### src/include/spi_slave_pkg.sv
// Package holding register map, field positions and carrier types of the SPI slave port
package spi_slave_pkg;
	// Register offsets (printed offsets are register indices, not byte addresses: byte address is four times index)
	localparam logic [7:0]  CONFIG_INDEX     = 8'hBC;
	localparam logic [7:0]  STATUS_INDEX     = 8'hBE;
	localparam logic [7:0]  DATA_INDEX       = 8'hBF;
	localparam logic [11:0] CONFIG_ADDR      = {2'h0, CONFIG_INDEX, 2'h0};
	localparam logic [11:0] STATUS_ADDR      = {2'h0, STATUS_INDEX, 2'h0};
	localparam logic [11:0] DATA_ADDR        = {2'h0, DATA_INDEX, 2'h0};
	// Reset values
	localparam logic [7:0]  CONFIG_RESET     = 8'h70;
	localparam logic [7:0]  STATUS_RESET     = 8'h00;
	localparam logic [7:0]  DATA_RESET       = 8'h00;
	// Configuration field positions
	localparam int          CFG_ENABLE_BIT   = 0;
	localparam int          CFG_PHASE_BIT    = 1;
	localparam int          CFG_POLARITY_BIT = 2;
	localparam int          CFG_LSB_BIT      = 3;
	localparam int          CFG_MDONE_BIT    = 4;
	localparam int          CFG_MFALL_BIT    = 5;
	localparam int          CFG_MRISE_BIT    = 6;
	localparam logic [7:0]  CONFIG_WMASK     = 8'h7F;
	// Status field positions
	localparam int          STAT_DONE_BIT    = 0;
	localparam int          STAT_FALL_BIT    = 4;
	localparam int          STAT_RISE_BIT    = 5;
	// AXI response codes
	localparam logic [1:0]  RESP_OKAY        = 2'h0;
	localparam logic [1:0]  RESP_SLVERR      = 2'h2;
	// Transmit chain depth
	localparam int          TX_DEPTH         = 2;
	localparam logic [2:0]  BIT_LAST         = 3'h7;

	// Decoded configuration
	typedef struct packed {
		logic mask_select_rise_irq;
		logic mask_select_fall_irq;
		logic mask_transaction_done_irq;
		logic bit_order_lsb_first;
		logic clock_polarity_sel;
		logic clock_phase_sel;
		logic slave_enable;
	} config_s;

	// Events from the serial engine
	typedef struct packed {
		logic select_rise;
		logic select_fall;
		logic byte_done;
		logic tx_pop;
	} link_event_s;
endpackage

### src/rtl/spi_slave_shifter.sv
// Serial engine: synchronises the SPI pins, finds clock edges and shifts bytes
`timescale 1ns/1ps
module spi_slave_shifter (
	input  wire logic                        i_clk,
	input  wire logic                        i_reset_n,
	input  wire spi_slave_pkg::config_s      i_cfg,
	input  wire logic [7:0]                  i_tx_byte,
	input  wire logic                        i_tx_valid,
	input  wire logic                        i_select_n,
	input  wire logic                        i_sclk,
	input  wire logic                        i_mosi,
	output logic [7:0]                       o_rx_byte,
	output spi_slave_pkg::link_event_s       o_event,
	output logic                             o_miso,
	output logic                             o_miso_oe
);
	logic [2:0] cs_sync_reg;
	logic [2:0] ck_sync_reg;
	logic [1:0] mosi_sync_reg;
	logic [7:0] tx_shift_reg;
	logic [7:0] rx_shift_reg;
	logic [2:0] bit_cnt_reg;
	logic       loaded_reg;
	logic       cs_low;
	logic       lead_edge;
	logic       trail_edge;
	logic       sample_edge;
	logic       shift_edge;
	logic       ck_act_now;
	logic       ck_act_old;
	logic       rx_in;
	logic [7:0] rx_next;

	// Two flops per pin; third stage of clock and select only feeds edge detection
	always_ff @(posedge i_clk or negedge i_reset_n) begin
		if (!i_reset_n) begin
			cs_sync_reg   <= 3'h7;
			ck_sync_reg   <= 3'h0;
			mosi_sync_reg <= 2'h0;
		end else begin
			cs_sync_reg   <= {cs_sync_reg[1:0], i_select_n};
			ck_sync_reg   <= {ck_sync_reg[1:0], i_sclk};
			mosi_sync_reg <= {mosi_sync_reg[0], i_mosi};
		end
	end

	// Polarity folds the clock to active level; phase picks which edge samples
	assign cs_low      = ~cs_sync_reg[1];
	assign ck_act_now  = ck_sync_reg[1] ^ i_cfg.clock_polarity_sel;
	assign ck_act_old  = ck_sync_reg[2] ^ i_cfg.clock_polarity_sel;
	assign lead_edge   = cs_low & i_cfg.slave_enable & ck_act_now & ~ck_act_old;
	assign trail_edge  = cs_low & i_cfg.slave_enable & ~ck_act_now & ck_act_old;
	assign sample_edge = i_cfg.clock_phase_sel ? trail_edge : lead_edge;
	assign shift_edge  = i_cfg.clock_phase_sel ? lead_edge : trail_edge;
	assign rx_in       = mosi_sync_reg[1];
	assign rx_next     = i_cfg.bit_order_lsb_first ? {rx_in, rx_shift_reg[7:1]}
	                                               : {rx_shift_reg[6:0], rx_in};

	// Select edges, gated by enable since the core stands still when disabled
	assign o_event.select_fall = i_cfg.slave_enable & cs_sync_reg[2] & ~cs_sync_reg[1];
	assign o_event.select_rise = i_cfg.slave_enable & ~cs_sync_reg[2] & cs_sync_reg[1];
	assign o_event.byte_done   = sample_edge & (bit_cnt_reg == spi_slave_pkg::BIT_LAST);
	assign o_event.tx_pop      = ~loaded_reg & i_tx_valid & cs_low & i_cfg.slave_enable;

	// Bit counter restarts at every select assertion
	always_ff @(posedge i_clk or negedge i_reset_n) begin
		if (!i_reset_n) begin
			bit_cnt_reg <= 3'h0;
		end else if (o_event.select_fall || !cs_low) begin
			bit_cnt_reg <= 3'h0;
		end else if (sample_edge) begin
			bit_cnt_reg <= bit_cnt_reg + 3'h1;
		end
	end

	// Receive shifter; completed byte captured for the data register
	always_ff @(posedge i_clk or negedge i_reset_n) begin
		if (!i_reset_n) begin
			rx_shift_reg <= 8'h00;
			o_rx_byte    <= 8'h00;
		end else if (sample_edge) begin
			rx_shift_reg <= rx_next;
			if (bit_cnt_reg == spi_slave_pkg::BIT_LAST) begin
				o_rx_byte <= rx_next;
			end
		end
	end

	// Transmit shifter loads from the chain head; the first bit sits on the line
	// before any clock so the exchange is full duplex from the first edge
	always_ff @(posedge i_clk or negedge i_reset_n) begin
		if (!i_reset_n) begin
			tx_shift_reg <= 8'h00;
			loaded_reg   <= 1'b0;
		end else if (!cs_low) begin
			loaded_reg <= 1'b0;
		end else if (o_event.tx_pop) begin
			tx_shift_reg <= i_tx_byte;
			loaded_reg   <= 1'b1;
		end else if (shift_edge && bit_cnt_reg != 3'h0) begin
			tx_shift_reg <= i_cfg.bit_order_lsb_first ? {1'b0, tx_shift_reg[7:1]}
			                                          : {tx_shift_reg[6:0], 1'b0};
		end else if (o_event.byte_done) begin
			loaded_reg <= 1'b0; // Next byte taken from the chain right after
		end
	end

	// Output pin released while not selected
	always_ff @(posedge i_clk or negedge i_reset_n) begin
		if (!i_reset_n) begin
			o_miso    <= 1'b0;
			o_miso_oe <= 1'b0;
		end else begin
			o_miso    <= i_cfg.bit_order_lsb_first ? tx_shift_reg[0] : tx_shift_reg[7];
			o_miso_oe <= cs_low & i_cfg.slave_enable;
		end
	end

	a_oe_follows_cs: assert property (@(posedge i_clk) disable iff (!i_reset_n)
		!cs_low |=> !o_miso_oe) else $error("miso driven while deselected");
	a_cnt_cleared: assert property (@(posedge i_clk) disable iff (!i_reset_n)
		o_event.select_fall |=> bit_cnt_reg == 3'h0) else $error("counter not reset");
	a_no_edge_off: assert property (@(posedge i_clk) disable iff (!i_reset_n)
		!i_cfg.slave_enable |-> !sample_edge && !shift_edge) else $error("edge while off");
	a_order_msb: assert property (@(posedge i_clk) disable iff (!i_reset_n)
		sample_edge && !i_cfg.bit_order_lsb_first |=> rx_shift_reg[0] == $past(rx_in))
		else $error("msb first receive wrong");
	a_sample_phase: assert property (@(posedge i_clk) disable iff (!i_reset_n)
		sample_edge |-> (i_cfg.clock_phase_sel ? trail_edge : lead_edge))
		else $error("sample edge wrong");
endmodule

### src/rtl/spi_slave_port.sv
// SPI slave port top: AXI4-Lite registers, transmit chain and status flags
//
// Function
// - Configuration bit 0 enables the slave; disabled core stands still.
// - Configuration bit 6 masks select-rise interrupt, resets to one.
// - Configuration bit 5 masks select-fall interrupt, resets to one.
// - Configuration bit 4 masks transaction-done interrupt, resets to one.
// - Configuration bit 3 chooses LSB first when set, MSB first otherwise.
// - Configuration bit 2 sets clock polarity; one means clock active low.
// - Configuration bit 1 selects trailing-edge sampling when set.
// - All four SPI modes come from polarity and phase combined.
// - Status bit 5 sets on select rise, clears on status read.
// - Status bit 4 sets on select fall, clears on status read.
// - Status bit 0 sets on transaction done, clears on status read.
// - Three maskable sources; status register tells which fired.
// - Data register writes transmit chain, reads receive byte.
// - Chain holds two preloaded bytes; only one before select falls.
// - First preloaded byte shifts out while master byte shifts in.
`timescale 1ns/1ps
module spi_slave_port (
	input  wire logic        I_SYS_CLK,
	input  wire logic        I_RESET_N,
	// AXI4-Lite write address
	input  wire logic [11:0] I_AWADDR,
	input  wire logic        I_AWVALID,
	output logic             O_AWREADY,
	// AXI4-Lite write data
	input  wire logic [31:0] I_WDATA,
	input  wire logic [3:0]  I_WSTRB,
	input  wire logic        I_WVALID,
	output logic             O_WREADY,
	// AXI4-Lite write response
	output logic [1:0]       O_BRESP,
	output logic             O_BVALID,
	input  wire logic        I_BREADY,
	// AXI4-Lite read address
	input  wire logic [11:0] I_ARADDR,
	input  wire logic        I_ARVALID,
	output logic             O_ARREADY,
	// AXI4-Lite read data
	output logic [31:0]      O_RDATA,
	output logic [1:0]       O_RRESP,
	output logic             O_RVALID,
	input  wire logic        I_RREADY,
	// SPI pins
	input  wire logic        I_SLAVE_SELECT_N,
	input  wire logic        I_SLAVE_SERIAL_CLOCK,
	input  wire logic        I_SLAVE_DATA_IN,
	output logic             O_SLAVE_DATA_OUT,
	output logic             O_SLAVE_DATA_OUT_OE,
	// Interrupt request
	output logic             O_IRQ
);
	logic [7:0]                 config_reg;
	logic [7:0]                 status_reg;
	logic [7:0]                 status_next;
	logic [7:0]                 tx_chain_reg [spi_slave_pkg::TX_DEPTH];
	logic [1:0]                 tx_count_reg;
	logic [11:0]                awaddr_reg;
	logic                       aw_held_reg;
	logic [31:0]                wdata_reg;
	logic [3:0]                 wstrb_reg;
	logic                       w_held_reg;
	logic                       wr_fire;
	logic                       rd_fire;
	logic                       wr_hit;
	logic                       rd_hit;
	logic                       data_write;
	logic                       status_read;
	logic                       tx_accept;
	logic                       select_low;
	logic [1:0]                 sel_sync_reg;
	logic [7:0]                 rx_byte;
	logic [7:0]                 rd_value;
	spi_slave_pkg::config_s     cfg;
	spi_slave_pkg::link_event_s link_ev;

	// Register address decode, shared by both paths
	function automatic logic addr_mapped(input logic [11:0] addr);
		addr_mapped = (addr == spi_slave_pkg::CONFIG_ADDR) || (addr == spi_slave_pkg::STATUS_ADDR)
		           || (addr == spi_slave_pkg::DATA_ADDR);
	endfunction

	// Configuration fields as a carrier
	assign cfg = '{
		mask_select_rise_irq:      config_reg[spi_slave_pkg::CFG_MRISE_BIT],
		mask_select_fall_irq:      config_reg[spi_slave_pkg::CFG_MFALL_BIT],
		mask_transaction_done_irq: config_reg[spi_slave_pkg::CFG_MDONE_BIT],
		bit_order_lsb_first:       config_reg[spi_slave_pkg::CFG_LSB_BIT],
		clock_polarity_sel:        config_reg[spi_slave_pkg::CFG_POLARITY_BIT],
		clock_phase_sel:           config_reg[spi_slave_pkg::CFG_PHASE_BIT],
		slave_enable:              config_reg[spi_slave_pkg::CFG_ENABLE_BIT]
	};

	// Write channels are taken independently and held until both are present
	assign O_AWREADY = ~aw_held_reg & ~O_BVALID;
	assign O_WREADY  = ~w_held_reg & ~O_BVALID;
	assign wr_fire   = aw_held_reg & w_held_reg & ~O_BVALID;
	assign wr_hit    = addr_mapped(awaddr_reg);

	always_ff @(posedge I_SYS_CLK or negedge I_RESET_N) begin
		if (!I_RESET_N) begin
			awaddr_reg  <= 12'h000;
			aw_held_reg <= 1'b0;
		end else if (I_AWVALID && O_AWREADY) begin
			awaddr_reg  <= I_AWADDR;
			aw_held_reg <= 1'b1;
		end else if (wr_fire) begin
			aw_held_reg <= 1'b0;
		end
	end

	always_ff @(posedge I_SYS_CLK or negedge I_RESET_N) begin
		if (!I_RESET_N) begin
			wdata_reg  <= 32'h0000_0000;
			wstrb_reg  <= 4'h0;
			w_held_reg <= 1'b0;
		end else if (I_WVALID && O_WREADY) begin
			wdata_reg  <= I_WDATA;
			wstrb_reg  <= I_WSTRB;
			w_held_reg <= 1'b1;
		end else if (wr_fire) begin
			w_held_reg <= 1'b0;
		end
	end

	// Write response: unmapped addresses answer with a slave error
	always_ff @(posedge I_SYS_CLK or negedge I_RESET_N) begin
		if (!I_RESET_N) begin
			O_BVALID <= 1'b0;
			O_BRESP  <= spi_slave_pkg::RESP_OKAY;
		end else if (wr_fire) begin
			O_BVALID <= 1'b1;
			O_BRESP  <= wr_hit ? spi_slave_pkg::RESP_OKAY : spi_slave_pkg::RESP_SLVERR;
		end else if (I_BREADY) begin
			O_BVALID <= 1'b0;
		end
	end

	// Configuration register; only the low byte lane carries data
	always_ff @(posedge I_SYS_CLK or negedge I_RESET_N) begin
		if (!I_RESET_N) begin
			config_reg <= spi_slave_pkg::CONFIG_RESET;
		end else if (wr_fire && wstrb_reg[0] && awaddr_reg == spi_slave_pkg::CONFIG_ADDR) begin
			config_reg <= wdata_reg[7:0] & spi_slave_pkg::CONFIG_WMASK;
		end
	end

	// Transmit chain: two places; a full chain drops further writes.
	// Before select falls only one place is offered, so the shifter can grab it
	// and a second write then lands behind it.
	// Select pin passes two flops before the chain logic reads it
	always_ff @(posedge I_SYS_CLK or negedge I_RESET_N) begin
		if (!I_RESET_N) begin
			sel_sync_reg <= 2'h3;
		end else begin
			sel_sync_reg <= {sel_sync_reg[0], I_SLAVE_SELECT_N};
		end
	end

	assign select_low = link_ev.select_fall | (cfg.slave_enable & ~sel_sync_reg[1]);
	assign data_write = wr_fire && wstrb_reg[0] && awaddr_reg == spi_slave_pkg::DATA_ADDR;
	assign tx_accept  = data_write && (tx_count_reg < 2'(spi_slave_pkg::TX_DEPTH))
	                    && (select_low || tx_count_reg == 2'h0);

	always_ff @(posedge I_SYS_CLK or negedge I_RESET_N) begin
		if (!I_RESET_N) begin
			tx_count_reg    <= 2'h0;
			tx_chain_reg[0] <= spi_slave_pkg::DATA_RESET;
			tx_chain_reg[1] <= spi_slave_pkg::DATA_RESET;
		end else if (link_ev.tx_pop) begin
			tx_chain_reg[0] <= tx_accept && tx_count_reg == 2'h1 ? wdata_reg[7:0]
			                                                      : tx_chain_reg[1];
			if (tx_accept && tx_count_reg == 2'h2) begin
				tx_chain_reg[1] <= wdata_reg[7:0];
			end
			tx_count_reg <= tx_accept ? tx_count_reg : tx_count_reg - 2'h1;
		end else if (tx_accept) begin
			tx_chain_reg[tx_count_reg[0]] <= wdata_reg[7:0];
			tx_count_reg                  <= tx_count_reg + 2'h1;
		end
	end

	// Sticky status; a new event wins over the clear of the same read
	assign status_read = rd_fire && I_ARADDR == spi_slave_pkg::STATUS_ADDR;
	always_comb begin
		status_next = status_read ? 8'h00 : status_reg;
		if (link_ev.select_rise) begin
			status_next[spi_slave_pkg::STAT_RISE_BIT] = 1'b1;
		end
		if (link_ev.select_fall) begin
			status_next[spi_slave_pkg::STAT_FALL_BIT] = 1'b1;
		end
		if (link_ev.byte_done) begin
			status_next[spi_slave_pkg::STAT_DONE_BIT] = 1'b1;
		end
	end

	always_ff @(posedge I_SYS_CLK or negedge I_RESET_N) begin
		if (!I_RESET_N) begin
			status_reg <= spi_slave_pkg::STATUS_RESET;
		end else begin
			status_reg <= status_next;
		end
	end

	// Interrupt request from unmasked sources, registered
	always_ff @(posedge I_SYS_CLK or negedge I_RESET_N) begin
		if (!I_RESET_N) begin
			O_IRQ <= 1'b0;
		end else begin
			O_IRQ <= (status_next[spi_slave_pkg::STAT_RISE_BIT] & ~cfg.mask_select_rise_irq)
			       | (status_next[spi_slave_pkg::STAT_FALL_BIT] & ~cfg.mask_select_fall_irq)
			       | (status_next[spi_slave_pkg::STAT_DONE_BIT]
			          & ~cfg.mask_transaction_done_irq);
		end
	end

	// Read path: one-cycle answer held until taken
	assign O_ARREADY = ~O_RVALID;
	assign rd_fire   = I_ARVALID & O_ARREADY;
	assign rd_hit    = addr_mapped(I_ARADDR);
	always_comb begin
		rd_value = 8'h00;
		if (I_ARADDR == spi_slave_pkg::CONFIG_ADDR) begin
			rd_value = config_reg;
		end else if (I_ARADDR == spi_slave_pkg::STATUS_ADDR) begin
			rd_value = status_reg;
		end else if (I_ARADDR == spi_slave_pkg::DATA_ADDR) begin
			rd_value = rx_byte;
		end
	end

	always_ff @(posedge I_SYS_CLK or negedge I_RESET_N) begin
		if (!I_RESET_N) begin
			O_RVALID <= 1'b0;
			O_RDATA  <= 32'h0000_0000;
			O_RRESP  <= spi_slave_pkg::RESP_OKAY;
		end else if (rd_fire) begin
			O_RVALID <= 1'b1;
			O_RDATA  <= {24'h00_0000, rd_value};
			O_RRESP  <= rd_hit ? spi_slave_pkg::RESP_OKAY : spi_slave_pkg::RESP_SLVERR;
		end else if (I_RREADY) begin
			O_RVALID <= 1'b0;
		end
	end

	// Serial engine
	spi_slave_shifter u_shifter (
		.i_clk      (I_SYS_CLK),
		.i_reset_n  (I_RESET_N),
		.i_cfg      (cfg),
		.i_tx_byte  (tx_chain_reg[0]),
		.i_tx_valid (tx_count_reg != 2'h0),
		.i_select_n (I_SLAVE_SELECT_N),
		.i_sclk     (I_SLAVE_SERIAL_CLOCK),
		.i_mosi     (I_SLAVE_DATA_IN),
		.o_rx_byte  (rx_byte),
		.o_event    (link_ev),
		.o_miso     (O_SLAVE_DATA_OUT),
		.o_miso_oe  (O_SLAVE_DATA_OUT_OE)
	);

	a_rise_sticks: assert property (@(posedge I_SYS_CLK) disable iff (!I_RESET_N)
		link_ev.select_rise |=> status_reg[spi_slave_pkg::STAT_RISE_BIT])
		else $error("select rise flag lost");
	a_fall_sticks: assert property (@(posedge I_SYS_CLK) disable iff (!I_RESET_N)
		link_ev.select_fall |=> status_reg[spi_slave_pkg::STAT_FALL_BIT])
		else $error("select fall flag lost");
	a_done_sticks: assert property (@(posedge I_SYS_CLK) disable iff (!I_RESET_N)
		link_ev.byte_done |=> status_reg[spi_slave_pkg::STAT_DONE_BIT])
		else $error("done flag lost");
	a_read_clears: assert property (@(posedge I_SYS_CLK) disable iff (!I_RESET_N)
		status_read && !link_ev.byte_done |=> !status_reg[spi_slave_pkg::STAT_DONE_BIT])
		else $error("status not cleared by read");
	a_irq_masked: assert property (@(posedge I_SYS_CLK) disable iff (!I_RESET_N)
		(config_reg[6:4] == 3'h7) |=> !O_IRQ) else $error("irq with all masked");
	a_irq_done: assert property (@(posedge I_SYS_CLK) disable iff (!I_RESET_N)
		status_reg[spi_slave_pkg::STAT_DONE_BIT] && !cfg.mask_transaction_done_irq
		&& !status_read |=> O_IRQ) else $error("irq missing");
	a_chain_bound: assert property (@(posedge I_SYS_CLK) disable iff (!I_RESET_N)
		tx_count_reg <= 2'(spi_slave_pkg::TX_DEPTH)) else $error("chain overflow");
	a_one_preload: assert property (@(posedge I_SYS_CLK) disable iff (!I_RESET_N)
		data_write && !select_low && tx_count_reg != 2'h0 |=> tx_count_reg == $past(tx_count_reg))
		else $error("second preload before select");
	a_write_answer: assert property (@(posedge I_SYS_CLK) disable iff (!I_RESET_N)
		wr_fire |=> O_BVALID) else $error("write response missing");
	a_bresp_holds: assert property (@(posedge I_SYS_CLK) disable iff (!I_RESET_N)
		O_BVALID && !I_BREADY |=> O_BVALID && $stable(O_BRESP))
		else $error("write response dropped");
	a_read_answer: assert property (@(posedge I_SYS_CLK) disable iff (!I_RESET_N)
		rd_fire |=> O_RVALID) else $error("read response missing");
	a_rdata_holds: assert property (@(posedge I_SYS_CLK) disable iff (!I_RESET_N)
		O_RVALID && !I_RREADY |=> O_RVALID && $stable(O_RDATA))
		else $error("read data dropped");
	a_pop_drains: assert property (@(posedge I_SYS_CLK) disable iff (!I_RESET_N)
		link_ev.tx_pop && !tx_accept |=> tx_count_reg == $past(tx_count_reg) - 2'h1)
		else $error("chain not drained by pop");
endmodule

### config.mk
export PLATFORM = sky130hd
export DESIGN_NAME = spi_slave_port
export DESIGN_NICKNAME = d
export VERILOG_FILES = /design/src/include/spi_slave_pkg.sv /design/src/rtl/spi_slave_shifter.sv /design/src/rtl/spi_slave_port.sv
export SDC_FILE = /design/constraint.sdc
export NUM_CORES = 1
export LEC_CHECK = 0
export BUFFER_PORTS_ARGS = -buffer_cell sky130_fd_sc_hd__buf_2
export CAP_MARGIN = 20
export CORE_ASPECT_RATIO = 1.25
export CORE_MARGIN = 2
export CORE_UTILIZATION = 30
export CTS_BUF_LIST = sky130_fd_sc_hd__clkbuf_4 sky130_fd_sc_hd__clkbuf_8
export DETAILED_ROUTE_END_ITERATION = 8
export SLEW_MARGIN = 25
export SYNTH_ARGS = -nofsm -noshare
export SYNTH_HDL_FRONTEND = slang
export SYNTH_SLANG_ARGS = --single-unit
### constraint.sdc
create_clock -name I_SYS_CLK -period 8.27 [get_ports I_SYS_CLK]
set_input_delay 0.827 -clock I_SYS_CLK [delete_from_list [all_inputs] [get_ports I_SYS_CLK]]
set_output_delay 0.827 -clock I_SYS_CLK [all_outputs]
set_load 0.01 [all_outputs]
==> flow_summary.ini <==
[run_status]
status = completed

[worst_setup_path]
crit_fanout = 17
reg2reg_slack_ns = 4.48
arrival_ns = 4.08
crit_required_ns = 8.56
worstSetupPathType = flop to flop
cp-end-kind = flop
start_kind = flop

[clocking]
numCtsBuffers = 9
clock_sinks = 102
cts_root_buf = clkbuf_8
ctsResizeCount = 0
post-cts-setup-buffers = 0
clk_pin_slew_ns = 0.10
h-tree-depth = 3
cts_max_path_buffers = 2
cts_hold_buf = 0
tritoncts = built
clk_latency_ns = 0.38

[synth]
synth_edf_count = 0
yosys.cell_types.count = 55
syn_area_um2 = 4930
ys_warn_count = 0
synth.yosys.seq_area_share_pct = 51.9
ys_seq_elements = 102
synth_ff_type = dfrtp_1
syn-mean-instance-area_um2 = 11.5
syn_inst = 427
synthArstFlopShare_pct = 100

[placement]
place_hpwl_um = 7510
place_congestion = 0.760
pre_cts_ws_ns = 4.49
portBuffers = 60
placed_cells = 691

[grt]
grtUsageMet1_pct = 15.2
grt_pass1_vias = 3497
grt_pass1_wl_um = 17400
met3_usage_pct = 2.68
grt_max_degree = 78
gr-max-usage-layer = met2
grt_use_total_pct = 12.3
grt_use_met2_pct = 21.0
grt.overflow.total = 0
antenna_found_initial = 0

[pwr]
p_sw_mw = 0.319
switching_share_pct = 27.7
pwr-share-clk_pct = 30.9
internal_power_mw = 0.834
powerDensity_nw_per_um2 = 206
seq_power_share_pct = 54.6
max-vdd-ir-drop_mv = 0.118
p_total_mw = 1.15
combPwrFrac_pct = 14.6
power_leakage_nw = 2.44

[sta]
clock.fmax_ghz = 0.264
setup_violations = 0
hold_viol_final = 0
drv_slew = 0
hold_slack_ns = 0.347
setup_slack_ns = 4.48
min_period_ns = 3.79
rsz0062_at_grt = no
max_slew_margin_pct = 37.3
finalCritPeriodShare_pct = 45.8
totalNegativeSetupSlack_ns = 0
tightest_slew_ns = 0.937
skew_ns = 0.00910

[finish]
nets = 563
area.growth.synth_to_final_pct = 13.5
antennaDiodeCount = 0
instances_no_fill = 707
largest_register_ffs = 16
drive_gt1_share_pct = 31.8

[route]
dr.pass1.iters = 4
routed_wl_um = 10300
drc = 0
wl_per_cell_um = 14.5
drt_iter0_drc = 164
vias_per_cell = 4.87
num_vias = 3445
ant_nets = 0

[flow_run]
maxCapViolCount = 0

[hold_path]
holdCritPathClass = primary input to async pin

[floorplan]
die_area_um2 = 17500
io_pins = 114
rows = 52
die_h_um = 147
coreArea_um2 = 16100
fp.dieW_um = 119
initial_core_util_pct = 30.6
[per-stage QoR]
step                utilization [%]  area (um^2)
finish                         34.7         5600
CTS                            34.7         5590
detailed placement             33.3         5370
global route                   34.7         5600
global placement               33.3         5370
floorplan                         -         5020
[routing by layer]
| layer | routed length [um] | share of wire [%] |
|---|---|---|
| met1 | 4450 | 43 |
| met2 | 5040 | 49 |
| met3 | 573 | 5.6 |
| met4 | 197 | 1.9 |
| met5 | 0 | 0 |
[critical path, stage by stage, from the launching register on]
cell and delay (ns):
dfrtp_1 0.47, inv_1 0.10, ha_1 0.28, nor4b_4 0.80, inv_1 0.49, ha_1 0.48
nor3_1 0.74, a22oi_1 0.20, o211ai_1 0.14
[cells in the mapped netlist (3+ instances only)]
cell        n  area share (%)
a2111oi_0   6             1.1
mux2i_1     4            0.81
nand3_1     7            0.71
nand2b_1    4            0.51
a31oi_1     3            0.38
dfstp_2     6             3.2
ha_1        7             1.8
o211ai_1   16             2.4
a22oi_1    15             2.3
a21oi_1    20             2.0
o21ai_0    13             1.3
o31ai_1    10             1.5
inv_1      22             1.7
mux2_2     62              14
nor2_1     11            0.84
clkbuf_1   11            0.84
nand2_1    31             2.4
nor2b_1     9             1.1
dfrtp_1    96              49
nor3_1      4            0.41
buf_4      26             4.0
[cell type report]
class	count	area, um^2
Timing Repair Buffer	62	322
Multi-Input combinational cell	288	2130
Clock buffer	11	145
Tap cell	216	270
Sequential cell	102	2560
Inverter	23	86.3
Clock inverter	5	81.3
Fill cell	1643	10500
[power groups by stage]
stage / Clock, mW / Sequential [mW] / Combinational (mW)
after floorplan: 0 / 0.615 / 0.132
after global placement: 0 / 0.632 / 0.165
final: 0.356 / 0.629 / 0.168
after detailed placement: 0 / 0.637 / 0.172
after global routing: 0.394 / 0.641 / 0.187
after CTS: 0.370 / 0.628 / 0.172
[cell usage in the layout, fill, tap and decap left out, types with 2 or more instances in the layout]
master and count:
o2111ai_1 2, or4b_2 2, a21oi_1 20, a2111oi_0 6, nand3_1 7, o21ai_0 13, nand2_1 31, mux2_2 62
inv_1 22, dfstp_2 6, bufinv_16 2, nand4_1 2, o211ai_1 16, or2_2 2, nor2_1 11, dfrtp_1 96
xor2_1 2, nand2b_1 4, buf_4 2, nor3_1 4, conb_1 26, o21a_1 2, mux2i_1 4, o31ai_1 10
a22oi_1 15, ha_1 7, a31oi_1 3, buf_2 59, or3_1 2, xnor2_1 2, clkbuf_8 10, nor2b_1 9
nand4b_1 2
[logic make-up after synthesis]
logic type	Yosys count	synth area share [%]
compound gates	98	13.9
xor+xnor	4	0.711
fa+ha+maj	7	1.78
buf+inv	62	6.75
flops	102	51.9
mux	66	15.0
other cells	1	0.0760
simple gates	87	9.90
[path summary, 6_finish.rpt]
path / from / end / cells past startpoint
max in group asynchronous: I_RESET_N / tx_chain_reg[1]$_DFFE_PN0P_ / 2
min reg2reg: sel_sync_reg[0]$_DFF_PN1_ / u_shifter.cs_sync_reg[1]$_DFF_PN1_ / 0
max reg2reg: tx_count_reg[0]$_DFFE_PN0P_ / tx_chain_reg[10]$_DFFE_PN0P_ / 8
min in group I_SYS_CLK: sel_sync_reg[0]$_DFF_PN1_ / u_shifter.cs_sync_reg[1]$_DFF_PN1_ / 0
min: I_RESET_N / u_shifter.tx_shift_reg[4]$_DFFE_PN0P_ / 1
max: tx_count_reg[0]$_DFFE_PN0P_ / tx_chain_reg[10]$_DFFE_PN0P_ / 8
(Power assumes the default switching activity.)
